`src/logic/gpport_pkg.sv`:
```
// Package with offsets, field layouts, reset values and sense encodings of the pin port.
// Function
// - After reset every pad is an input: driver off, input buffer on.
// - Pin n configuration register sits at byte offset 0x10 plus n.
// - Drive enable bit one turns on pin driver, driving the drive level bit.
// - Drive enable set port sets only the written ones, other pins unchanged.
// - Drive level set writes ones into drive level bits, zeros ignored.
// - Drive level clear clears drive level bits written as one.
// - Drive level toggle or writing sampled levels inverts drive level bits.
// - Writing zero to enable bit or one to clear disables that driver only.
// - Sampled levels return synchronized pin level unless sensing is off.
// - Drive enable toggle inverts the matching enable bit, reversing direction.
// - Alias window reaches enable, level, sampled and flag registers identically.
// - Polarity swap inverts both driven and sensed value of the pin.
// - Toggling polarity swap makes an edge seen by event and interrupt logic.
// - Pull resistor on enables the pull-up on that pin.
// - Sense select enables per-pin interrupt and picks any, rise, fall or low.
// - Non-async pins wake with clock stopped only on any edge or level.
// - Sense condition sets pin flag; interrupt stays high while any flag of a pin with interrupt enabled is set.
// - Synchronous pins need pulses lasting at least one clock cycle.
// - Synchronous pins accept no new event for three cycles after the last.
// - Port runs on main clock; configuration unaffected by sleep.
// - Events may be lost around polarity or sense changes during sync.
// - Sense off stops the pin's input synchronizer to save power.
package gpport_pkg;
    localparam int PINS = 8;
    localparam logic [4:0] OFS_ENABLE = 5'h00;
    localparam logic [4:0] OFS_ENABLE_SET = 5'h01;
    localparam logic [4:0] OFS_ENABLE_CLR = 5'h02;
    localparam logic [4:0] OFS_ENABLE_TGL = 5'h03;
    localparam logic [4:0] OFS_LEVEL = 5'h04;
    localparam logic [4:0] OFS_LEVEL_SET = 5'h05;
    localparam logic [4:0] OFS_LEVEL_CLR = 5'h06;
    localparam logic [4:0] OFS_LEVEL_TGL = 5'h07;
    localparam logic [4:0] OFS_SAMPLED = 5'h08;
    localparam logic [4:0] OFS_FLAGS = 5'h09;
    localparam logic [4:0] OFS_CONFIG = 5'h10;
    localparam logic [1:0] ALIAS_ENABLE = 2'h0;
    localparam logic [1:0] ALIAS_LEVEL = 2'h1;
    localparam logic [1:0] ALIAS_SAMPLED = 2'h2;
    localparam logic [1:0] ALIAS_FLAGS = 2'h3;
    localparam int CFG_SWAP_BIT = 7;
    localparam int CFG_PULL_BIT = 3;
    localparam logic [7:0] CFG_WRITE_MASK = 8'h8F;
    localparam logic [7:0] RESET_BYTE = 8'h00;
    localparam int DEAD_CYCLES = 3;
    typedef enum logic [2:0] {
        SENSE_INTDIS = 3'h0,
        SENSE_ANY = 3'h1,
        SENSE_RISE = 3'h2,
        SENSE_FALL = 3'h3,
        SENSE_OFF = 3'h4,
        SENSE_LOW = 3'h5
    } gpport_sense_t;
endpackage

```
`src/logic/gpport_pin_if.sv`:
```
// Interface carrying one pin's configuration and sensing signals between port and sensor.
`timescale 1ns/1ps
`default_nettype none
interface gpport_pin_if;
    logic swap;
    logic [2:0] sense;
    logic pad_in;
    logic async_pin;
    logic level;
    logic event_hit;
    logic wake;
    modport port (output swap, output sense, output pad_in, output async_pin,
        input level, input event_hit, input wake);
    modport sensor (input swap, input sense, input pad_in, input async_pin,
        output level, output event_hit, output wake);
endinterface
`default_nettype wire

```
`src/logic/gpport_top.sv`:
```
// Eight-pin general-purpose port: drive registers, pin configuration, sensing, event flags.
`timescale 1ns/1ps
`default_nettype none
module gpport_top #(
    parameter int PINS = gpport_pkg::PINS,
    parameter logic [PINS-1:0] ASYNC_PINS = '0
) (
    input wire logic ref_clk,
    input wire logic nrst,
    input wire logic wr_en,
    input wire logic rd_en,
    input wire logic alias_sel,
    input wire logic [4:0] addr,
    input wire logic [7:0] wdata,
    output logic [7:0] rdata,
    input wire logic [PINS-1:0] pad_in,
    output logic [PINS-1:0] pad_out,
    output logic [PINS-1:0] pad_oe,
    output logic [PINS-1:0] pad_pullup,
    output logic [PINS-1:0] pad_level,
    output logic irq,
    output logic wake
);
    logic [PINS-1:0] enable_reg;
    logic [PINS-1:0] enable_next;
    logic [PINS-1:0] level_reg;
    logic [PINS-1:0] level_next;
    logic [PINS-1:0] flags_reg;
    logic [PINS-1:0] flags_next;
    logic [7:0] config_reg [PINS];
    logic [7:0] rdata_reg;
    logic [7:0] rdata_next;
    logic [PINS-1:0] pad_out_reg;
    logic [PINS-1:0] pad_oe_reg;
    logic [PINS-1:0] pad_pullup_reg;
    logic [PINS-1:0] pad_level_reg;
    logic irq_reg;
    logic wake_reg;
    logic [PINS-1:0] sensed;
    logic [PINS-1:0] hits;
    logic [PINS-1:0] wakes;
    logic [PINS-1:0] swaps;
    logic [PINS-1:0] pulls;
    logic [PINS-1:0] armed;
    logic [PINS-1:0] wd;
    logic [4:0] reg_addr;
    logic wr_enable;
    logic wr_en_set;
    logic wr_en_clr;
    logic wr_en_tgl;
    logic wr_level;
    logic wr_lv_set;
    logic wr_lv_clr;
    logic wr_lv_tgl;
    logic wr_flags;
    logic wr_config;
    logic [2:0] cfg_idx;

    // Maps an alias window index onto the regular register offset.
    function automatic logic [4:0] alias_map(input logic [1:0] idx);
        unique case (idx)
            gpport_pkg::ALIAS_ENABLE: alias_map = gpport_pkg::OFS_ENABLE;
            gpport_pkg::ALIAS_LEVEL: alias_map = gpport_pkg::OFS_LEVEL;
            gpport_pkg::ALIAS_SAMPLED: alias_map = gpport_pkg::OFS_SAMPLED;
            gpport_pkg::ALIAS_FLAGS: alias_map = gpport_pkg::OFS_FLAGS;
        endcase
    endfunction

    // Alias accesses fold into the same decode as regular accesses.
    assign reg_addr = alias_sel ? alias_map(addr[1:0]) : addr;
    assign wd = wdata[PINS-1:0];
    assign wr_enable = wr_en && reg_addr == gpport_pkg::OFS_ENABLE;
    assign wr_en_set = wr_en && reg_addr == gpport_pkg::OFS_ENABLE_SET;
    assign wr_en_clr = wr_en && reg_addr == gpport_pkg::OFS_ENABLE_CLR;
    assign wr_en_tgl = wr_en && reg_addr == gpport_pkg::OFS_ENABLE_TGL;
    assign wr_level = wr_en && reg_addr == gpport_pkg::OFS_LEVEL;
    assign wr_lv_set = wr_en && reg_addr == gpport_pkg::OFS_LEVEL_SET;
    assign wr_lv_clr = wr_en && reg_addr == gpport_pkg::OFS_LEVEL_CLR;
    // Writing ones to the sampled-level register toggles the drive level.
    assign wr_lv_tgl = wr_en && (reg_addr == gpport_pkg::OFS_LEVEL_TGL
        || reg_addr == gpport_pkg::OFS_SAMPLED);
    assign wr_flags = wr_en && reg_addr == gpport_pkg::OFS_FLAGS;
    assign wr_config = wr_en && reg_addr[4] && reg_addr[3] == 1'b0;
    assign cfg_idx = reg_addr[2:0];

    // Next drive enable from full write, set, clear and toggle ports.
    assign enable_next = wr_enable ? wd :
        wr_en_set ? (enable_reg | wd) :
        wr_en_clr ? (enable_reg & ~wd) :
        wr_en_tgl ? (enable_reg ^ wd) : enable_reg;

    // Next drive level from full write, set, clear and toggle ports.
    assign level_next = wr_level ? wd :
        wr_lv_set ? (level_reg | wd) :
        wr_lv_clr ? (level_reg & ~wd) :
        wr_lv_tgl ? (level_reg ^ wd) : level_reg;

    // Hardware set beats the software write-one clear.
    assign flags_next = (flags_reg & ~(wr_flags ? wd : '0)) | hits;

    // Per-pin sensors and configuration fan-out.
    genvar gi;
    generate
        for (gi = 0; gi < PINS; gi++) begin : g_pin
            gpport_pin_if pin_bus ();
            assign pin_bus.swap = config_reg[gi][gpport_pkg::CFG_SWAP_BIT];
            assign pin_bus.sense = config_reg[gi][2:0];
            assign pin_bus.pad_in = pad_in[gi];
            assign pin_bus.async_pin = ASYNC_PINS[gi];
            assign sensed[gi] = pin_bus.level;
            assign hits[gi] = pin_bus.event_hit;
            assign wakes[gi] = pin_bus.wake;
            assign swaps[gi] = pin_bus.swap;
            assign pulls[gi] = config_reg[gi][gpport_pkg::CFG_PULL_BIT];
            // Interrupt enabled unless sense is off or interrupt-disabled.
            assign armed[gi] = pin_bus.sense != gpport_pkg::SENSE_INTDIS
                && pin_bus.sense != gpport_pkg::SENSE_OFF;
            gpport_sensor u_sensor (
                .ref_clk(ref_clk),
                .nrst(nrst),
                .pin(pin_bus.sensor)
            );
        end
    endgenerate

    // Read data: set/clear/toggle ports read back their base register.
    always_comb begin
        rdata_next = gpport_pkg::RESET_BYTE;
        if (rd_en) begin
            if (reg_addr[4] && reg_addr[3] == 1'b0) begin
                rdata_next = config_reg[cfg_idx];
            end else begin
                unique case (reg_addr)
                    gpport_pkg::OFS_ENABLE, gpport_pkg::OFS_ENABLE_SET,
                    gpport_pkg::OFS_ENABLE_CLR, gpport_pkg::OFS_ENABLE_TGL:
                        rdata_next = 8'(enable_reg);
                    gpport_pkg::OFS_LEVEL, gpport_pkg::OFS_LEVEL_SET,
                    gpport_pkg::OFS_LEVEL_CLR, gpport_pkg::OFS_LEVEL_TGL:
                        rdata_next = 8'(level_reg);
                    gpport_pkg::OFS_SAMPLED: rdata_next = 8'(sensed);
                    gpport_pkg::OFS_FLAGS: rdata_next = 8'(flags_reg);
                    default: rdata_next = gpport_pkg::RESET_BYTE;
                endcase
            end
        end
    end

    // Drive registers; reset leaves every driver off.
    always_ff @(posedge ref_clk or negedge nrst) begin
        if (!nrst) begin
            enable_reg <= '0;
            level_reg <= '0;
            flags_reg <= '0;
        end else begin
            enable_reg <= enable_next;
            level_reg <= level_next;
            flags_reg <= flags_next;
        end
    end

    // Per-pin configuration, independent of sleep.
    always_ff @(posedge ref_clk or negedge nrst) begin
        if (!nrst) begin
            for (int i = 0; i < PINS; i++) begin
                config_reg[i] <= gpport_pkg::RESET_BYTE;
            end
        end else if (wr_config && int'(cfg_idx) < PINS) begin
            config_reg[cfg_idx] <= wdata & gpport_pkg::CFG_WRITE_MASK;
        end
    end

    // Registered outputs toward the pads and the system.
    always_ff @(posedge ref_clk or negedge nrst) begin
        if (!nrst) begin
            rdata_reg <= gpport_pkg::RESET_BYTE;
            pad_out_reg <= '0;
            pad_oe_reg <= '0;
            pad_pullup_reg <= '0;
            pad_level_reg <= '0;
            irq_reg <= 1'b0;
            wake_reg <= 1'b0;
        end else begin
            rdata_reg <= rdata_next;
            pad_out_reg <= level_next ^ swaps;
            pad_oe_reg <= enable_next;
            pad_pullup_reg <= pulls;
            pad_level_reg <= sensed;
            irq_reg <= |(flags_next & armed);
            wake_reg <= |wakes;
        end
    end

    assign rdata = rdata_reg;
    assign pad_out = pad_out_reg;
    assign pad_oe = pad_oe_reg;
    assign pad_pullup = pad_pullup_reg;
    assign pad_level = pad_level_reg;
    assign irq = irq_reg;
    assign wake = wake_reg;

    oe_follow_a: assert property (@(posedge ref_clk) disable iff (!nrst)
        ##1 pad_oe == enable_reg) else $error("driver enable mismatch");
    set_only_a: assert property (@(posedge ref_clk) disable iff (!nrst)
        wr_en_set |=> enable_reg == ($past(enable_reg) | $past(wd))) else $error("set port wrong");
    clr_only_a: assert property (@(posedge ref_clk) disable iff (!nrst)
        wr_en_clr |=> enable_reg == ($past(enable_reg) & ~$past(wd))) else $error("clear wrong");
    tgl_dir_a: assert property (@(posedge ref_clk) disable iff (!nrst)
        wr_en_tgl |=> enable_reg == ($past(enable_reg) ^ $past(wd))) else $error("toggle wrong");
    lv_set_a: assert property (@(posedge ref_clk) disable iff (!nrst)
        wr_lv_set |=> level_reg == ($past(level_reg) | $past(wd))) else $error("level set wrong");
    lv_clr_a: assert property (@(posedge ref_clk) disable iff (!nrst)
        wr_lv_clr |=> level_reg == ($past(level_reg) & ~$past(wd))) else $error("level clr wrong");
    lv_tgl_a: assert property (@(posedge ref_clk) disable iff (!nrst)
        wr_lv_tgl |=> level_reg == ($past(level_reg) ^ $past(wd))) else $error("level tgl wrong");
    swap_out_a: assert property (@(posedge ref_clk) disable iff (!nrst)
        ##1 pad_out == (level_reg ^ $past(swaps))) else $error("polarity not applied");
    flag_set_a: assert property (@(posedge ref_clk) disable iff (!nrst)
        |hits |=> (flags_reg & $past(hits)) == $past(hits)) else $error("event flag lost");
    flag_clear_a: assert property (@(posedge ref_clk) disable iff (!nrst)
        wr_flags && (wd & ~hits) != '0 |=> (flags_reg & $past(wd & ~hits)) == '0)
        else $error("flag not cleared");
    irq_hold_a: assert property (@(posedge ref_clk) disable iff (!nrst)
        ##1 irq == |(flags_reg & $past(armed))) else $error("interrupt level wrong");
    cfg_write_a: assert property (@(posedge ref_clk) disable iff (!nrst)
        wr_config && cfg_idx == 3'h0 |=> config_reg[0] == ($past(wdata) & 8'h8F))
        else $error("config write lost");
    pull_out_a: assert property (@(posedge ref_clk) disable iff (!nrst)
        ##1 pad_pullup == $past(pulls)) else $error("pull-up not applied");

    cover_set_c: cover property (@(posedge ref_clk) disable iff (!nrst) wr_en_set ##1 pad_oe[0]);
    cover_irq_c: cover property (@(posedge ref_clk) disable iff (!nrst) $rose(irq));
    cover_clear_c: cover property (@(posedge ref_clk) disable iff (!nrst) irq && wr_flags ##1 !irq);
    cover_alias_c: cover property (@(posedge ref_clk) disable iff (!nrst) alias_sel && wr_en);
endmodule
`default_nettype wire

```
`src/logic/gpport_sensor.sv`:
```
// Per-pin input synchronizer, sense condition detector and dead-time counter.
`timescale 1ns/1ps
`default_nettype none
module gpport_sensor (
    input wire logic ref_clk,
    input wire logic nrst,
    gpport_pin_if.sensor pin
);
    logic sync1_reg;
    logic sync2_reg;
    logic prev_reg;
    logic [1:0] dead_reg;
    logic [1:0] dead_next;
    logic sense_on;
    logic inv_level;
    logic cond;
    logic hit;

    // Synchronizer runs only while sensing is on.
    assign sense_on = (pin.sense != gpport_pkg::SENSE_OFF);
    // Swap acts after sync so a swap toggle shows as an edge.
    assign inv_level = sync2_reg ^ pin.swap;
    assign pin.level = sense_on ? inv_level : 1'b0;

    // Trigger condition by sense selection.
    always_comb begin
        unique case (pin.sense)
            gpport_pkg::SENSE_ANY: cond = inv_level ^ prev_reg;
            gpport_pkg::SENSE_RISE: cond = inv_level & ~prev_reg;
            gpport_pkg::SENSE_FALL: cond = ~inv_level & prev_reg;
            gpport_pkg::SENSE_LOW: cond = ~inv_level;
            default: cond = 1'b0;
        endcase
    end
    assign hit = cond && (pin.async_pin || dead_reg == 2'h0);
    assign pin.event_hit = hit;
    // Wake request: async pins any setting, others only any edge or low.
    assign pin.wake = cond && (pin.async_pin || pin.sense == gpport_pkg::SENSE_ANY
        || pin.sense == gpport_pkg::SENSE_LOW);
    assign dead_next = hit ? 2'(gpport_pkg::DEAD_CYCLES) :
        (dead_reg != 2'h0 ? dead_reg - 2'h1 : 2'h0);

    // Two-stage synchronizer, held while sensing is off.
    always_ff @(posedge ref_clk or negedge nrst) begin
        if (!nrst) begin
            sync1_reg <= 1'b0;
            sync2_reg <= 1'b0;
        end else if (sense_on) begin
            sync1_reg <= pin.pad_in;
            sync2_reg <= sync1_reg;
        end
    end

    // Previous level and dead-time count.
    always_ff @(posedge ref_clk or negedge nrst) begin
        if (!nrst) begin
            prev_reg <= 1'b0;
            dead_reg <= 2'h0;
        end else begin
            prev_reg <= inv_level;
            dead_reg <= dead_next;
        end
    end

    dead_load_a: assert property (@(posedge ref_clk) disable iff (!nrst)
        hit && !pin.async_pin |=> dead_reg == 2'h3) else $error("dead time not loaded");
    dead_block_a: assert property (@(posedge ref_clk) disable iff (!nrst)
        hit && !pin.async_pin |=> !hit ##1 !hit ##1 !hit) else $error("event in dead time");
    sync_hold_a: assert property (@(posedge ref_clk) disable iff (!nrst)
        !sense_on |=> $stable(sync2_reg)) else $error("sync ran while off");
    wake_rise_a: assert property (@(posedge ref_clk) disable iff (!nrst)
        pin.wake && !pin.async_pin |-> pin.sense != gpport_pkg::SENSE_RISE)
        else $error("rise wake on sync pin");
endmodule
`default_nettype wire

```
`config.mk`:
```
export PLATFORM = sky130hd
export DESIGN_NAME = gpport_top
export DESIGN_NICKNAME = d
export VERILOG_FILES = /design/src/logic/gpport_pkg.sv /design/src/logic/gpport_pin_if.sv /design/src/logic/gpport_top.sv /design/src/logic/gpport_sensor.sv
export SDC_FILE = /design/constraint.sdc
export NUM_CORES = 1
export LEC_CHECK = 0
export ABC_AREA = 1
export BUFFER_PORTS_ARGS = -buffer_cell sky130_fd_sc_hd__buf_2
export CAP_MARGIN = 10
export CORE_ASPECT_RATIO = 1.5
export CORE_MARGIN = 4
export CORE_UTILIZATION = 60
export DETAILED_ROUTE_END_ITERATION = 8
export GPL_ROUTABILITY_DRIVEN = 1
export HOLD_SLACK_MARGIN = 0.12
export PLACE_DENSITY = 0.8
export SYNTH_ARGS = -nofsm -noshare
export SYNTH_HDL_FRONTEND = slang
export SYNTH_SLANG_ARGS = --single-unit
```
`constraint.sdc`:
```
create_clock -name ref_clk -period 3.2 [get_ports ref_clk]
set_input_delay 0.16 -clock ref_clk [delete_from_list [all_inputs] [get_ports ref_clk]]
set_output_delay 0.16 -clock ref_clk [all_outputs]
set_load 0.01 [all_outputs]
```
; ---- Yosys cells after proc, flatten, opt, wreduce, memory -nomap -nowiden
; Cells that the tools add are included.
; W data, S select, Z words.
[totals]
input_bits = 26
romBits = 0
elab_cells = 302
regBits = 162
mem_bits_rw = 0
memories = 0
latchBits = 0
[op_classes]
magnitude_cmp = 2
shifts = 0
div = 0
mux = 52
eq_ne = 52
multipliers = 0
add_sub_neg = 8
n_reduce_logical = 77
bitwise_logic = 62
[ops]
columns = operator, count
row1 = $mux W8, 14
row2 = $bwmux W64, 1
row3 = $eq A3 B2 Y1 const B, 16
row4 = $logic_and A1 B1 Y1, 37
row5 = $and A8 B8 Y8, 4
row6 = $mux W2, 16
row7 = $pmux W1 S4, 8
row8 = $pmux W8 S4, 1
row9 = $bmux W8 S3, 1
row10 = $demux W8 S3, 1
row11 = $eq A3 B1 Y1 const B, 8
row12 = $eq A3 B3 Y1 const B, 8
row13 = $ne A3 B3 Y1 const B, 8
row14 = $or A8 B8 Y8, 3
row15 = $reduce_bool A3 Y1, 8
row16 = $xor A8 B8 Y8, 3
row17 = $eq A5 B3 Y1 const B, 4
row18 = $pmux W5 S4, 1
row19 = $logic_not A2 Y1, 9
row20 = $not A1 Y1, 17
row21 = $and A1 B1 Y1, 16
row22 = $not A8 Y8, 2
row23 = $reduce_bool A2 Y1, 8
row24 = $reduce_or A8 Y1, 2
row25 = 16 further kinds, 57

; ---- Depth between registers and ports, before layout
; Gate-level depths: netlist of run 1.
[depth]
word_depth = 11
depth_mapped = 15
ltp_nobuf = 15

; ---- By module
; Synthesis of run 1 repeated with hierarchy kept, for this count alone.
[hier_totals]
hier_cells = 962
hier_area_um2 = 7627.3
[by_module_without_submodules]
columns = mod, n_inst, area_per_inst_um2, seq_area_each_um2, cells_each
row1 = gpport_top, 1, 5265.0, 2452.4, 626
row2 = gpport_sensor, 8, 295.3, 125.1, 42

; ---- Least setup slack after synthesis of run 1
; No wires, ideal clock.
[synth_timing]
path_kind = reg2reg
from = register config_reg[55] (netlist bit)
to = register wake_reg, in the netlist wake
setup_ps = 127
t_required_ps = 3073
period_less_slack_ps = 1839
stages_incl_launch_ff = 12
slack_ps = 1361
arrival_time_ps = 1711
path_cell_list = dfrtp_1 > xor2_1 > inv_1 > ha_1 > inv_1 > o21ai_0 > nand2_1 > nand2_1 > inv_1 > nand2_1 > nand4_1 > or2_2
[synth_via]
elab_chain_len = 6
[synth_rtl]
columns = element, line
row1 = from (decl), gpport_top.sv:30  ; logic [7:0] config_reg [PINS];
row2 = "from (signal, indexed assignment)", gpport_top.sv:165  ; config_reg[i] <= gpport_pkg::RESET_BYTE;
row3 = "from (signal, indexed assignment)", gpport_top.sv:168  ; config_reg[cfg_idx] <= wdata & gpport_pkg::CFG_WRITE_MASK;
row4 = $xor A1 B1 Y1 (*), gpport_sensor.sv:22  ; assign inv_level = sync2_reg ^ pin.swap;
row5 = via g_pin[1].u_sensor.inv_level, gpport_sensor.sv:15  ; logic inv_level;
row6 = $not A1 Y1, "gpport_sensor.sv:30, gpport_sensor.sv:31"
row7 = $and A1 B1 Y1, gpport_sensor.sv:30  ; gpport_pkg::SENSE_FALL: cond = ~inv_level & prev_reg;
row8 = $pmux W1 S4 (*), gpport_sensor.sv:27  ; unique case (pin.sense)
row9 = $logic_and A1 B1 Y1 (*), gpport_sensor.sv:38  ; assign pin.wake = cond && (pin.async_pin || pin.sense == gpport_pkg::SENSE_ANY
row10 = $reduce_or A8 Y1 (*), gpport_top.sv:189  ; wake_reg <= |wakes;
row11 = to (signal assigned), gpport_top.sv:189
row12 = to (decl), gpport_top.sv:38  ; logic wake_reg;
; Mark *: on every way through the listed nets, which the timed path passes. The rest lies on a longest branch.
; A chain may end at the register's enable or synchronous reset.

; ---- Worst setup path after layout of run 1
[layout_timing]
from = register config_reg[55] (netlist bit)
to = register irq_reg, in the netlist irq
[layout_via]
elab_chain_len = 8
[layout_rtl]
columns = element, line
row1 = $xor A1 B1 Y1 (*), gpport_sensor.sv:22
row2 = via g_pin[1].u_sensor.inv_level, gpport_sensor.sv:15
row3 = $not A1 Y1, "gpport_sensor.sv:30, gpport_sensor.sv:31"
row4 = $and A1 B1 Y1, gpport_sensor.sv:30
row5 = $pmux W1 S4 (*), gpport_sensor.sv:27
row6 = $logic_and A1 B1 Y1 (*), gpport_sensor.sv:35  ; assign hit = cond && (pin.async_pin || dead_reg == 2'h0);
row7 = $or A8 B8 Y8 (*), gpport_top.sv:99  ; assign flags_next = (flags_reg & ~(wr_flags ? wd : '0)) | hits;
row8 = via flags_next[1], gpport_top.sv:29  ; logic [PINS-1:0] flags_next;
row9 = $and A8 B8 Y8 (*), gpport_top.sv:188  ; irq_reg <= |(flags_next & armed);
row10 = $reduce_or A8 Y1 (*), gpport_top.sv:188
row11 = to (signal assigned), gpport_top.sv:188
row12 = to (decl), gpport_top.sv:37  ; logic irq_reg;
; Marked as above.

==> out/metrics.csv, run 1 <==
stage,metric,value,unit
run_status,status,"finished, final reports clean",
power_and_ir_drop,Pint,4150,uW
synthesis,syn nets,976,
finish,fillers,922,
sta,Setup Viol. Count Final,0,
die,row count,49,
setup_path,RR Endpoint,irq$_DFF_PN0_,
setup_path,CP Class,register to register,
power_and_ir_drop,Psw,2110,uW
global_routing,vias in the first global route,6677,
cts,root buf cell,clkbuf_16,
place,IO Port Bufs,67,
routing,drt total wl,20800,um
setup_path,CP startpoint kind,register,
finish,max reg flops,40,
cts,Longest Clk Path Bufs,2,
power_and_ir_drop,leakage,0.00456,uW
sta,WHS,0.241,ns
synthesis,Synth Warn #,0,
power_and_ir_drop,Cell Pwr Density,714,nW/um^2
sta,max-slew violations,0,
synthesis,mapped cell area,7420,um^2
min_path,Hold Crit Endpoint,flags_reg[0]$_DFF_PN0_,
synthesis,Post-Synthesis Cells,902,
sta,Slew headroom,44.4,%
place,DP HPWL,14500,um
setup_path,Crit path required time,3.51,ns
power_and_ir_drop,part of the power in the clock network,34.2,%
cts,H-tree levels,4,
die,Die W,98.8,um
finish,"non-filler cells, final",1166,
global_routing,GRT Total Usage,30.5,%
sta,minimum clock period,2.24,ns
die,IO Count,68,
cts,clock slew at reported path FFs,0.06,ns
power_and_ir_drop,Flop pwr share,39.2,%
sta,Max Clk Rate,447,MHz
routing,DR vias/cell,5.74,
setup_path,CP endpoint kind,register,
die,Core Area,12100,um^2
setup_path,CP Data Arrival Time,2.55,ns
die,Die ar.,14300,um^2
global_routing,first-pass GRT wire length,33700,um
finish,# diodes,0,
sta,crit share post-route,69.9,%
routing,drt pass-1 iters,5,
routing,"antenna viol nets, final",0,
setup_path,Reg2Reg Setup Slack,0.96,ns
setup_path,"most used cell, CP",nand2_1,
routing,Vias,6694,
cts,postcts setup bufs,0,
synthesis,number of distinct library cells after synthesis,35,
min_path,Hold WC Path Type,primary input to register,
routing,initial drt markers,591,
run,max_cap viols,0,
min_path,start point of the worst hold path,wr_en,
min_path,WHS Path Cells,4,
die,Initial Utilization,61.5,%
cts,cts bufs inserted,17,
synthesis,#FFs+latches synth,138,
die,die height,144,um
sta,slew at the pin closest to its max-slew limit,0.834,ns
cts,clock sinks,138,
power_and_ir_drop,sw frac,33.7,%
sta,Final Hold Fails,0,
power_and_ir_drop,post-layout power,6260,uW
power_and_ir_drop,Comb pwr share,26.6,%
sta,Setup TNS,0,ns
sta,Clock Skews,0.00805,ns
place,Placed Instances,1116,
global_routing,grt total ovfl,0,
global_routing,largest net degree at the start of global routing,88,
global_routing,initial antenna violation count,0,
finish,share of post-route cells with drive strength above 1,14.5,%
finish,Layout area overhead,18.1,%
synthesis,Mean Syn Cell Area,8.23,um^2
synthesis,sequential-to-total area share from yosys stat,46.5,%
setup_path,R2R Path Start,config_reg[55]$_DFFE_PN0P_,
setup_path,Critical Path Fanout Max,5,
setup_path,CP cell instances,"xor2_1, inv_1, ha_1, inv_1, o21ai_0, nand2_1, nand2_1, inv_1, nand3_1, nand2_1, nand2_1, nand2_1, nor2_1, nand2_1",
cts,clk_lat worst skew,0.43,ns
setup_path,R2R cell count,14,
setup_path,Max stage delay on crit path,0.49,ns
power_and_ir_drop,Max VDD drop,0.447,mV
cts,CTS tree,built,
routing,Routed WL per cell,17.8,um
place,GP Congestion,0.978,
routing,Post-route DRC,0,
finish,nets,1074,
sta,RSZ-0062 raised after global routing,no,
setup_path,"Slowest-stage cell, CP",dfrtp_1,
-- cell usage in the layout, fill, tap and decap left out, drive strengths merged --
| master | netlist | final |
|---|---|---|
| o21ai | 99 | 99 |
| ha | 48 | 48 |
| o22ai | 23 | 23 |
| dlygate4sd3 | 0 | 18 |
| o211ai | 1 | 1 |
| or2 | 1 | 1 |
| buf | 6 | 69 |
| dfrtp | 138 | 138 |
| nand3 | 47 | 47 |
| o221ai | 11 | 11 |
| a21oi | 39 | 39 |
| nand2 | 245 | 245 |
| o2111ai | 1 | 1 |
| bufinv | 0 | 4 |
| clkinv | 5 | 10 |
| xor2 | 8 | 8 |
| inv | 135 | 135 |
| clkbuf | 2 | 22 |
| nor3 | 8 | 8 |
| nand4 | 6 | 6 |
| nor2 | 74 | 74 |
| a22o | 2 | 2 |
| clkinvlp | 0 | 1 |
| a221oi | 3 | 3 |
-- per-stage QoR --
step / utilization (%) / setup slack, ns / instance area (um^2)
CTS: 72.6 / 1.00 / 8770
global route: 72.6 / 0.727 / 8770
floorplan: - / 1.36 / 7420
global placement: 65.8 / 1.08 / 7940
finish: 72.6 / 0.963 / 8770
detailed placement: 65.8 / 1.02 / 7940
-- synth_stat cells --
cell type / instances / area [um^2]
buf_6: 1 / 11.3
nand3_4: 3 / 52.6
a21oi_2: 1 / 8.76
o22ai_1: 23 / 144
or2_2: 1 / 6.26
buf_2: 5 / 25.0
nor2_8: 1 / 20.0
o221ai_1: 11 / 96.3
nand3_2: 1 / 10.0
nand2_1: 229 / 860
o211ai_1: 1 / 7.51
o2111ai_1: 1 / 8.76
o21ai_0: 96 / 480
nor3_1: 6 / 30.0
clkinv_1: 5 / 18.8
nand2_4: 4 / 45.0
dfrtp_1: 138 / 3450
nand3_1: 43 / 215
nor2_4: 8 / 90.1
o21ai_1: 2 / 10.0
inv_1: 128 / 480
a21oi_1: 38 / 190
nand4_1: 6 / 37.5
xor2_1: 8 / 70.1
ha_1: 48 / 601
a22o_1: 2 / 17.5
inv_2: 5 / 18.8
nor3_2: 2 / 20.0
a221oi_1: 3 / 26.3
nand2_2: 12 / 75.1
clkbuf_1: 2 / 7.51
nor2_2: 6 / 37.5
nor2_1: 59 / 221
inv_4: 2 / 12.5
o21ai_4: 1 / 16.3
-- cells by family (layout without fill, tap and decap cells) --
| family | count (synthesis) | count (layout) | synth area share [%] |
|---|---|---|---|
| fa+ha+maj | 48 | 48 | 8.09 |
| flops | 138 | 138 | 46.5 |
| buf+inv | 148 | 259 | 7.74 |
| xor+xnor | 8 | 8 | 0.944 |
| compound gates | 179 | 179 | 13.5 |
| simple gates | 381 | 381 | 23.2 |
-- timing repair --
item	CTS	global route
hold endpoints to repair	123	0
resized for setup	0	0
hold buffers	18	0
-- cell type report --
cell class                      instances  area [um^2]  share of cell area, %
Tap cell                              153          191                   2.18
Clock inverter                         10          164                   1.87
Timing Repair Buffer                   87          549                   6.26
Inverter                              140          531                   6.05
Multi-Input combinational cell        616         3400                   38.7
Sequential cell                       138         3450                   39.4
Clock buffer                           22          484                   5.52
-- metal layers --
metal | track usage [%] | wire (um) | vias up
li1 | - | - | 3128
met1 | 34.5 | 7540 | 3121
met2 | 51.8 | 10400 | 337
met3 | 5.98 | 1410 | 108
met4 | 20.6 | 1490 | 0
met5 | 0 | 0 | -
-- power groups by stage --
stage / Clock [uW] / Combinational, uW / Sequential (uW)
final: 2140 / 1660 / 2460
after global routing: 2240 / 1900 / 2490
after CTS: 2140 / 1650 / 2440
after detailed placement: 0 / 1610 / 2470
after global placement: 0 / 1560 / 2450
after floorplan: 0 / 1010 / 2470
-- worst max-delay path by stage --
stage	start	depth (start not counted)	end	slack (ns)
2_1_floorplan	config_reg[55]$_DFFE_PN0P_	11	wake$_DFF_PN0_	1.36
3_3_place_gp	config_reg[55]$_DFFE_PN0P_	14	irq$_DFF_PN0_	1.08
3_5_place_dp	config_reg[55]$_DFFE_PN0P_	14	irq$_DFF_PN0_	1.02
4_1_cts	config_reg[7]$_DFFE_PN0P_	11	wake$_DFF_PN0_	1.00
5_1_grt	config_reg[7]$_DFFE_PN0P_	14	irq$_DFF_PN0_	0.73
6_report	config_reg[55]$_DFFE_PN0P_	14	irq$_DFF_PN0_	0.96
-- worst max-delay path, delay by kind of cell (launching register included) --
kind / cells / cell delay, ns
buf+inv: 3 / 0.21
compound gates: 1 / 0.13
simple gates: 8 / 0.65
fa+ha+maj: 1 / 0.29
flops: 1 / 0.49
xor+xnor: 1 / 0.34
Note: power is estimated with default switching activity, not from simulation.
==> run 2: changes to the inputs <==
clock period = 2.1 ns   (was 3.2 ns; I/O delays follow)
==> run 2 against run 1 <==
Net effect:
- clock power grew 29%
- combinational power up 60%
- worst hold slack got worse by 0.10 ns
- cell count is 2.6% higher
- design area is 2.0% higher
- routed wire length decreased by 3.7%
- utilization increased by 1.5 points
- power grew 46%
- critical path type unchanged
- largest cell class unchanged
==> out/metrics.csv, run 2 (synthesized netlist as in run 1, its figures left out) <==
stage,metric,value,unit,change
finish,"commonest non-fill, non-tap cell in the layout",nand2_1,,unchanged
sta,minimum clock period,1.97,ns,was 2.24 ns
setup_path,Crit path required time,2.40,ns,was 3.51 ns
routing,drt pass-1 iters,5,,unchanged
routing,initial drt markers,502,,was 591
global_routing,GR met2 Demand/Resource,52.2,%,was 51.8%
place,GP Congestion,0.953,,was 0.978
cts,Longest Clk Path Bufs,2,,unchanged
place,Placed Instances,1142,,was 1116
die,row count,49,,unchanged
sta,slew at the pin closest to its max-slew limit,0.424,ns,was 0.834 ns
setup_path,RR Endpoint,irq$_DFF_PN0_,,unchanged
global_routing,GRT Total Usage,29.4,%,was 30.5%
routing,Post-route DRC,0,,unchanged
sta,Setup Viol. Count Final,0,,unchanged
finish,nets,1104,,was 1074
die,die height,144,um,unchanged
die,Die ar.,14300,um^2,unchanged
die,IO Count,68,,unchanged
global_routing,largest net degree at the start of global routing,67,,was 88
setup_path,CP Class,register to register,,unchanged
cts,clock slew at reported path FFs,0.06,ns,about the same
sta,Slew headroom,71.7,%,was 44.4%
sta,Max Clk Rate,508,MHz,was 447 MHz
finish,# diodes,0,,unchanged
sta,crit share post-route,93.8,%,was 69.9%
sta,Clock Skews,0.00676,ns,was 0.00805 ns
die,Die W,98.8,um,unchanged
place,IO Port Bufs,67,,unchanged
cts,root buf cell,clkbuf_16,,unchanged
sta,Final Hold Fails,0,,unchanged
global_routing,busiest grt layer,met2,,unchanged
setup_path,Critical Path Fanout Max,4,,was 5
setup_path,CP Data Arrival Time,2.27,ns,was 2.55 ns
power_and_ir_drop,Cell Pwr Density,1020,nW/um^2,was 714 nW/um^2
setup_path,Reg2Reg Setup Slack,0.13,ns,was 0.96 ns
global_routing,first-pass GRT wire length,32600,um,was 33700 um
cts,CTS tree,built,,unchanged
power_and_ir_drop,Max VDD drop,0.738,mV,was 0.447 mV
setup_path,R2R cell count,13,,was 14
global_routing,vias in the first global route,6696,,was 6677
routing,"antenna viol nets, final",0,,unchanged
finish,"non-filler cells, final",1196,,was 1166
sta,max-slew violations,0,,unchanged
run_status,status,"finished, final reports clean",,unchanged
power_and_ir_drop,leakage,0.00467,uW,was 0.00456 uW
setup_path,CP endpoint kind,register,,unchanged
global_routing,met1 usage,32.7,%,was 34.5%
global_routing,grt total ovfl,0,,unchanged
run,max_cap viols,0,,unchanged
finish,"commonest non-fill, non-tap cells in the layout","227 x nand2_1, 138 x dfrtp_1, 127 x inv_1, 94 x o21ai_0, 66 x buf_2",,"was 229 x nand2_1, 138 x dfrtp_1, 128 x inv_1, 96 x o21ai_0, 66 x buf_2"
routing,drt total wl,20000,um,was 20800 um
cts,H-tree levels,4,,unchanged
cts,clk_lat worst skew,0.42,ns,was 0.43 ns
setup_path,CP startpoint kind,register,,unchanged
place,DP HPWL,14900,um,was 14500 um
setup_path,R2R Path Start,g_pin[6].u_sensor.sync2_reg$_DFFE_PN0N_,,was config_reg[55]$_DFFE_PN0P_
global_routing,initial antenna violation count,0,,unchanged
min_path,Hold WC Path Type,primary input to asynchronous set/reset pin,,was primary input to register
finish,share of post-route cells with drive strength above 1,18.0,%,was 14.5%
power_and_ir_drop,post-layout power,9110,uW,was 6260 uW
die,Initial Utilization,61.5,%,unchanged
routing,Routed WL per cell,16.8,um,was 17.8 um
routing,DR vias/cell,5.60,,was 5.74
finish,max reg flops,40,,unchanged
die,Core Area,12100,um^2,unchanged
cts,clock sinks,138,,unchanged
cts,cts bufs inserted,17,,unchanged
global_routing,met3 Track Usage GR,5.36,%,was 5.98%
routing,Vias,6695,,was 6694
finish,Layout area overhead,20.5,%,was 18.1%
==> run 2: metal layers <==
layer  share of wire [%]  vias to the layer above
li1                    -                     3188
met1                  37                     3154
met2                  51                      260
met3                 5.8                       93
met4                 6.2                        0
met5                   0                        -
==> run 2: area by class of cell <==
type	count	area [um^2]
clock inverter	15	120
inverter	140	531
timing repair buffer	117	774
multi-input combinational	616	3450
fill	883	3130
tap	153	191
clock buffer	17	425
sequential	138	3450
==> run 2: what timing repair did <==
item,in CTS,in global routing
resized for setup,1,11
hold buffers,18,0
endpoints found under the setup margin,1,2
buffers inserted,0,4
endpoints found under the hold margin,178,0
pin swaps,0,5
==> run 2: report_power, final <==
group / internal, uW / switching, uW / leakage (uW)
combinational: 1020 / 1640 / 0.00267
clock: 1530 / 1230 / 0.000266
sequential: 3300 / 396 / 0.00173
==> run 2: worst max-delay path by stage <==
| stage | cells after the start | startpoint | slack (ns) | to |
|---|---|---|---|---|
| floorplan | 11 | config_reg[55]$_DFFE_PN0P_ | 0.26 | wake$_DFF_PN0_ |
| global placement | 13 | g_pin[6].u_sensor.sync2_reg$_DFFE_PN0N_ | 0.11 | irq$_DFF_PN0_ |
| detailed placement | 11 | g_pin[7].u_sensor.sync2_reg$_DFFE_PN0P_ | 0.03 | wake$_DFF_PN0_ |
| CTS | 11 | g_pin[7].u_sensor.sync2_reg$_DFFE_PN0P_ | 0.04 | wake$_DFF_PN0_ |
| global route | 14 | config_reg[47]$_DFFE_PN0P_ | -0.01 | irq$_DFF_PN0_ |
| finish | 13 | g_pin[6].u_sensor.sync2_reg$_DFFE_PN0N_ | 0.13 | irq$_DFF_PN0_ |
==> run 2: through the flow <==
stage	instance area (um^2)	utilization [%]	TNS, ns	hold slack [ns]	worst slack [ns]
floorplan	7420	-	0	-0.191	0.261
global placement	8140	67.4	0	0.0103	0.105
detailed placement	8140	67.4	0	0.00451	0.0269
CTS	8870	73.4	0	0.135	0.0385
global route	8940	74.1	-0.0138	0.154	-0.0124
finish	8940	74.1	0	0.137	0.131
==> run 2: critical path, cell delays in order (launching register included) <==
cell and delay (ns):
dfrtp_1 0.41, xor2_2 0.28, inv_1 0.11, ha_1 0.21
nand4_1 0.08, o21ai_0 0.08, nor2_1 0.15, inv_1 0.08
nand3_1 0.08, nand2_1 0.07, nand2_1 0.07, nand2_1 0.06
nor2_2 0.12, nand2_1 0.06
==> run 3: changes to the inputs <==
--- a/config.mk
+++ b/config.mk
@@ -14,5 +14,5 @@
 export DETAILED_ROUTE_END_ITERATION = 8
 export GPL_ROUTABILITY_DRIVEN = 1
-export HOLD_SLACK_MARGIN = 0.12
+export HOLD_SLACK_MARGIN = 0.08
 export PLACE_DENSITY = 0.8
 export SYNTH_ARGS = -nofsm -noshare
==> constraint.sdc (replaced) <==
create_clock -name ref_clk -period 2.1 [get_ports ref_clk]
set_input_delay 0.42 -clock ref_clk [delete_from_list [all_inputs] [get_ports ref_clk]]
set_output_delay 0.42 -clock ref_clk [all_outputs]
set_load 0.01 [all_outputs]
==> run 3 against run 2 <==
Net effect:
- cell count shrank 0.59%
- setup slack worse by 0.027 ns
- sequential cell count unchanged
- critical path type unchanged
- largest power group unchanged
==> out/metrics.csv, run 3 (synthesized netlist as in run 1, its figures left out) <==
stage,metric,value,unit,change
power_and_ir_drop,Pint,6480,uW,was 5850 uW
power_and_ir_drop,part of the power in the clock network,34.1,%,was 30.3%
finish,Reg area,3450,um^2,about the same
setup_path,CP Class,register to register,,unchanged
routing,"antenna viol nets, final",0,,unchanged
setup_path,CP Data Arrival Time,2.29,ns,was 2.27 ns
cts,cts bufs inserted,17,,unchanged
power_and_ir_drop,Cell Pwr Density,1080,nW/um^2,was 1020 nW/um^2
cts,clock sinks,138,,unchanged
place,Placed Instances,1154,,was 1142
global_routing,initial antenna violation count,0,,unchanged
routing,Routed WL per cell,17.4,um,was 16.8 um
sta,Clock Skews,0.00691,ns,was 0.00676 ns
sta,RSZ-0062 raised after global routing,no,,
finish,"non-filler cells, final",1189,,was 1196
setup_path,"most used cell, CP",nand4_1,,was nand2_1
setup_path,critical path depth,10,,was 13
finish,nets,1097,,was 1104
power_and_ir_drop,Max VDD drop,0.722,mV,was 0.738 mV
min_path,start point of the worst hold path,pad_in[1],,
power_and_ir_drop,leakage,0.00470,uW,was 0.00467 uW
routing,DR vias/cell,5.65,,was 5.60
run_status,status,"finished, final reports clean",,unchanged
finish,# diodes,0,,unchanged
min_path,Hold WC Path Type,primary input to register,,was primary input to asynchronous set/reset pin
global_routing,GRT Total Usage,30.4,%,was 29.4%
setup_path,CP bufs+invs,2,,unchanged
global_routing,first-pass GRT wire length,33700,um,was 32600 um
routing,Vias,6718,,was 6695
min_path,WHS Path Cells,3,,
finish,area of the multi-input gates,3440,um^2,was 3450 um^2
die,IO Count,68,,unchanged
routing,drt total wl,20700,um,was 20000 um
place,DP HPWL,15300,um,was 14900 um
die,Die W,98.8,um,unchanged
place,Area after DPL,8240,um^2,was 8140 um^2
finish,Final Util,74.2,%,was 74.1%
setup_path,"Slowest-stage cell, CP",dfrtp_2,,was dfrtp_1
die,die height,144,um,unchanged
finish,"commonest non-fill, non-tap cell in the layout",nand2_1,,unchanged
place,post-place setup slack,-0.0213,ns,was 0.0269 ns
power_and_ir_drop,Flop pwr share,38.3,%,was 40.5%
place,IO Port Bufs,67,,unchanged
die,Initial Utilization,61.5,%,unchanged
setup_path,CP cell instances,"xor2_2, inv_2, ha_1, nand4_1, o21ai_0, nor2_1, inv_1, nand2_1, nand4_1, or2_2",,"was xor2_2, inv_1, ha_1, nand4_1, o21ai_0, nor2_1, inv_1, nand3_1, nand2_1, nand2_1, nand2_1, nor2_2, nand2_1"
cts,CTS tree,built,,unchanged
run,max_cap viols,0,,unchanged
cts,clock slew at reported path FFs,0.06,ns,about the same
sta,max-slew violations,0,,unchanged
cts,clk_lat worst skew,0.42,ns,about the same
setup_path,Max stage delay on crit path,0.43,ns,was 0.41 ns
cts,root buf cell,clkbuf_16,,unchanged
global_routing,grt total ovfl,0,,unchanged
setup_path,Worst path top cell family by delay,simple AND/OR/NAND/NOR gates,,unchanged
finish,Layout area overhead,20.8,%,was 20.5%
die,row count,49,,unchanged
routing,initial drt markers,490,,was 502
power_and_ir_drop,Psw,3210,uW,was 3260 uW
setup_path,Worst setup startpoint,config_reg[15]$_DFFE_PN0P_,,was g_pin[6].u_sensor.sync2_reg$_DFFE_PN0N_
finish,share of post-route cells with drive strength above 1,18.8,%,was 18.0%
power_and_ir_drop,post-layout power,9690,uW,was 9110 uW
finish,"commonest non-fill, non-tap cells in the layout","228 x nand2_1, 137 x dfrtp_1, 127 x inv_1, 93 x o21ai_0, 66 x buf_2",,"was 227 x nand2_1, 138 x dfrtp_1, 127 x inv_1, 94 x o21ai_0, 66 x buf_2"
finish,max reg flops,40,,unchanged
sta,Final Hold Fails,0,,unchanged
setup_path,CP startpoint kind,register,,unchanged
sta,Slew headroom,70.3,%,was 71.7%
finish,fillers,890,,was 883
cts,H-tree levels,4,,unchanged
global_routing,largest net degree at the start of global routing,80,,was 67
cts,Longest Clk Path Bufs,2,,unchanged
sta,crit share post-route,95.0,%,was 93.8%
die,Core Area,12100,um^2,unchanged
sta,post-route setup slack,0.104,ns,was 0.131 ns
routing,drt pass-1 iters,5,,unchanged
routing,Post-route DRC,0,,unchanged
sta,Max Clk Rate,501,MHz,was 508 MHz
setup_path,CP endpoint kind,register,,unchanged
global_routing,vias in the first global route,6816,,was 6696
place,GP Congestion,0.987,,was 0.953
finish,design area,8970,um^2,was 8940 um^2
setup_path,Critical Path Fanout Max,3,,was 4
power_and_ir_drop,sw frac,33.2,%,was 35.8%
setup_path,Crit path required time,2.40,ns,about the same
setup_path,R2R cell count,10,,was 13
setup_path,R2R Path Start,config_reg[15]$_DFFE_PN0P_,,was g_pin[6].u_sensor.sync2_reg$_DFFE_PN0N_
die,Die ar.,14300,um^2,unchanged
sta,minimum clock period,2.00,ns,was 1.97 ns
sta,Setup Viol. Count Final,0,,unchanged
sta,slew at the pin closest to its max-slew limit,0.446,ns,was 0.424 ns
power_and_ir_drop,Comb pwr share,27.6,%,was 29.2%
run 3: cell count changes in the layout (fill, tap and decap cells not counted), sizes merged:
cell / delta
clkinv: -5
clkinvlp: -1
dlygate4sd3: -17
bufinv: +5
inv: -4
buf: +10
clkbuf: +5
run 3: final timing paths:
path                                                           end  slack [ns]
setup / recovery                                    wake$_DFF_PN0_        0.10
hold / removal             g_pin[1].u_sensor.sync1_reg$_DFFE_PN0P_        0.21
setup reg to reg                                    wake$_DFF_PN0_        0.10
hold reg to reg            g_pin[1].u_sensor.dead_reg[0]$_DFF_PN0_        0.42
max in group asynchronous               config_reg[15]$_DFFE_PN0P_        1.15
min in group asynchronous                   level_reg[7]$_DFF_PN0_        0.55
run 3: layout make-up:
cell class | instances | share of cell area, %
Sequential cell | 138 | 38.5
Multi-Input combinational cell | 616 | 38.4
Timing Repair Buffer | 110 | 7.72
Inverter | 140 | 5.92
Clock buffer | 22 | 5.18
Tap cell | 153 | 2.14
Clock inverter | 10 | 2.11
run 3: through the flow:
stage               hold WS, ns  setup TNS [ns]
global route              0.247               0
finish                    0.211               0
CTS                       0.209               0
global placement          0.409               0
floorplan                 0.124               0
detailed placement        0.408         -0.0213
run 3: tightest hold or removal path, cell delays in order:
cell and delay [ns]:
buf_2 0.07, nand2_1 0.04, o21ai_0 0.05
run 3: routing by layer:
| metal | wire length [um] | part of all wire, % | track usage [%] |
|---|---|---|---|
| met5 | 0 | 0 | 0 |
| met2 | 10700 | 52 | 54.2 |
| met4 | 1450 | 7.0 | 18.7 |
| met1 | 7530 | 36 | 33.7 |
| met3 | 1050 | 5.1 | 5.12 |
run 3: repair_timing:
| item | 4_1_cts | 5_1_grt |
|---|---|---|
| buffers inserted | 0 | 2 |
| endpoints found under the hold margin | 138 | 0 |
| endpoints found under the setup margin | 2 | 2 |
| hold buffers | 1 | 0 |
| pin swaps | 0 | 7 |
| resized for setup | 2 | 11 |
run 3: power by group through the flow:
stage          Combinational, uW  Sequential, uW  Clock, uW
3_3_place_gp                2540            3710          0
3_5_place_dp                2610            3730          0
6_report                    2680            3710       3310
5_1_grt                     3040            3790       3470
4_1_cts                     2660            3700       3320
2_1_floorplan               1540            3760          0
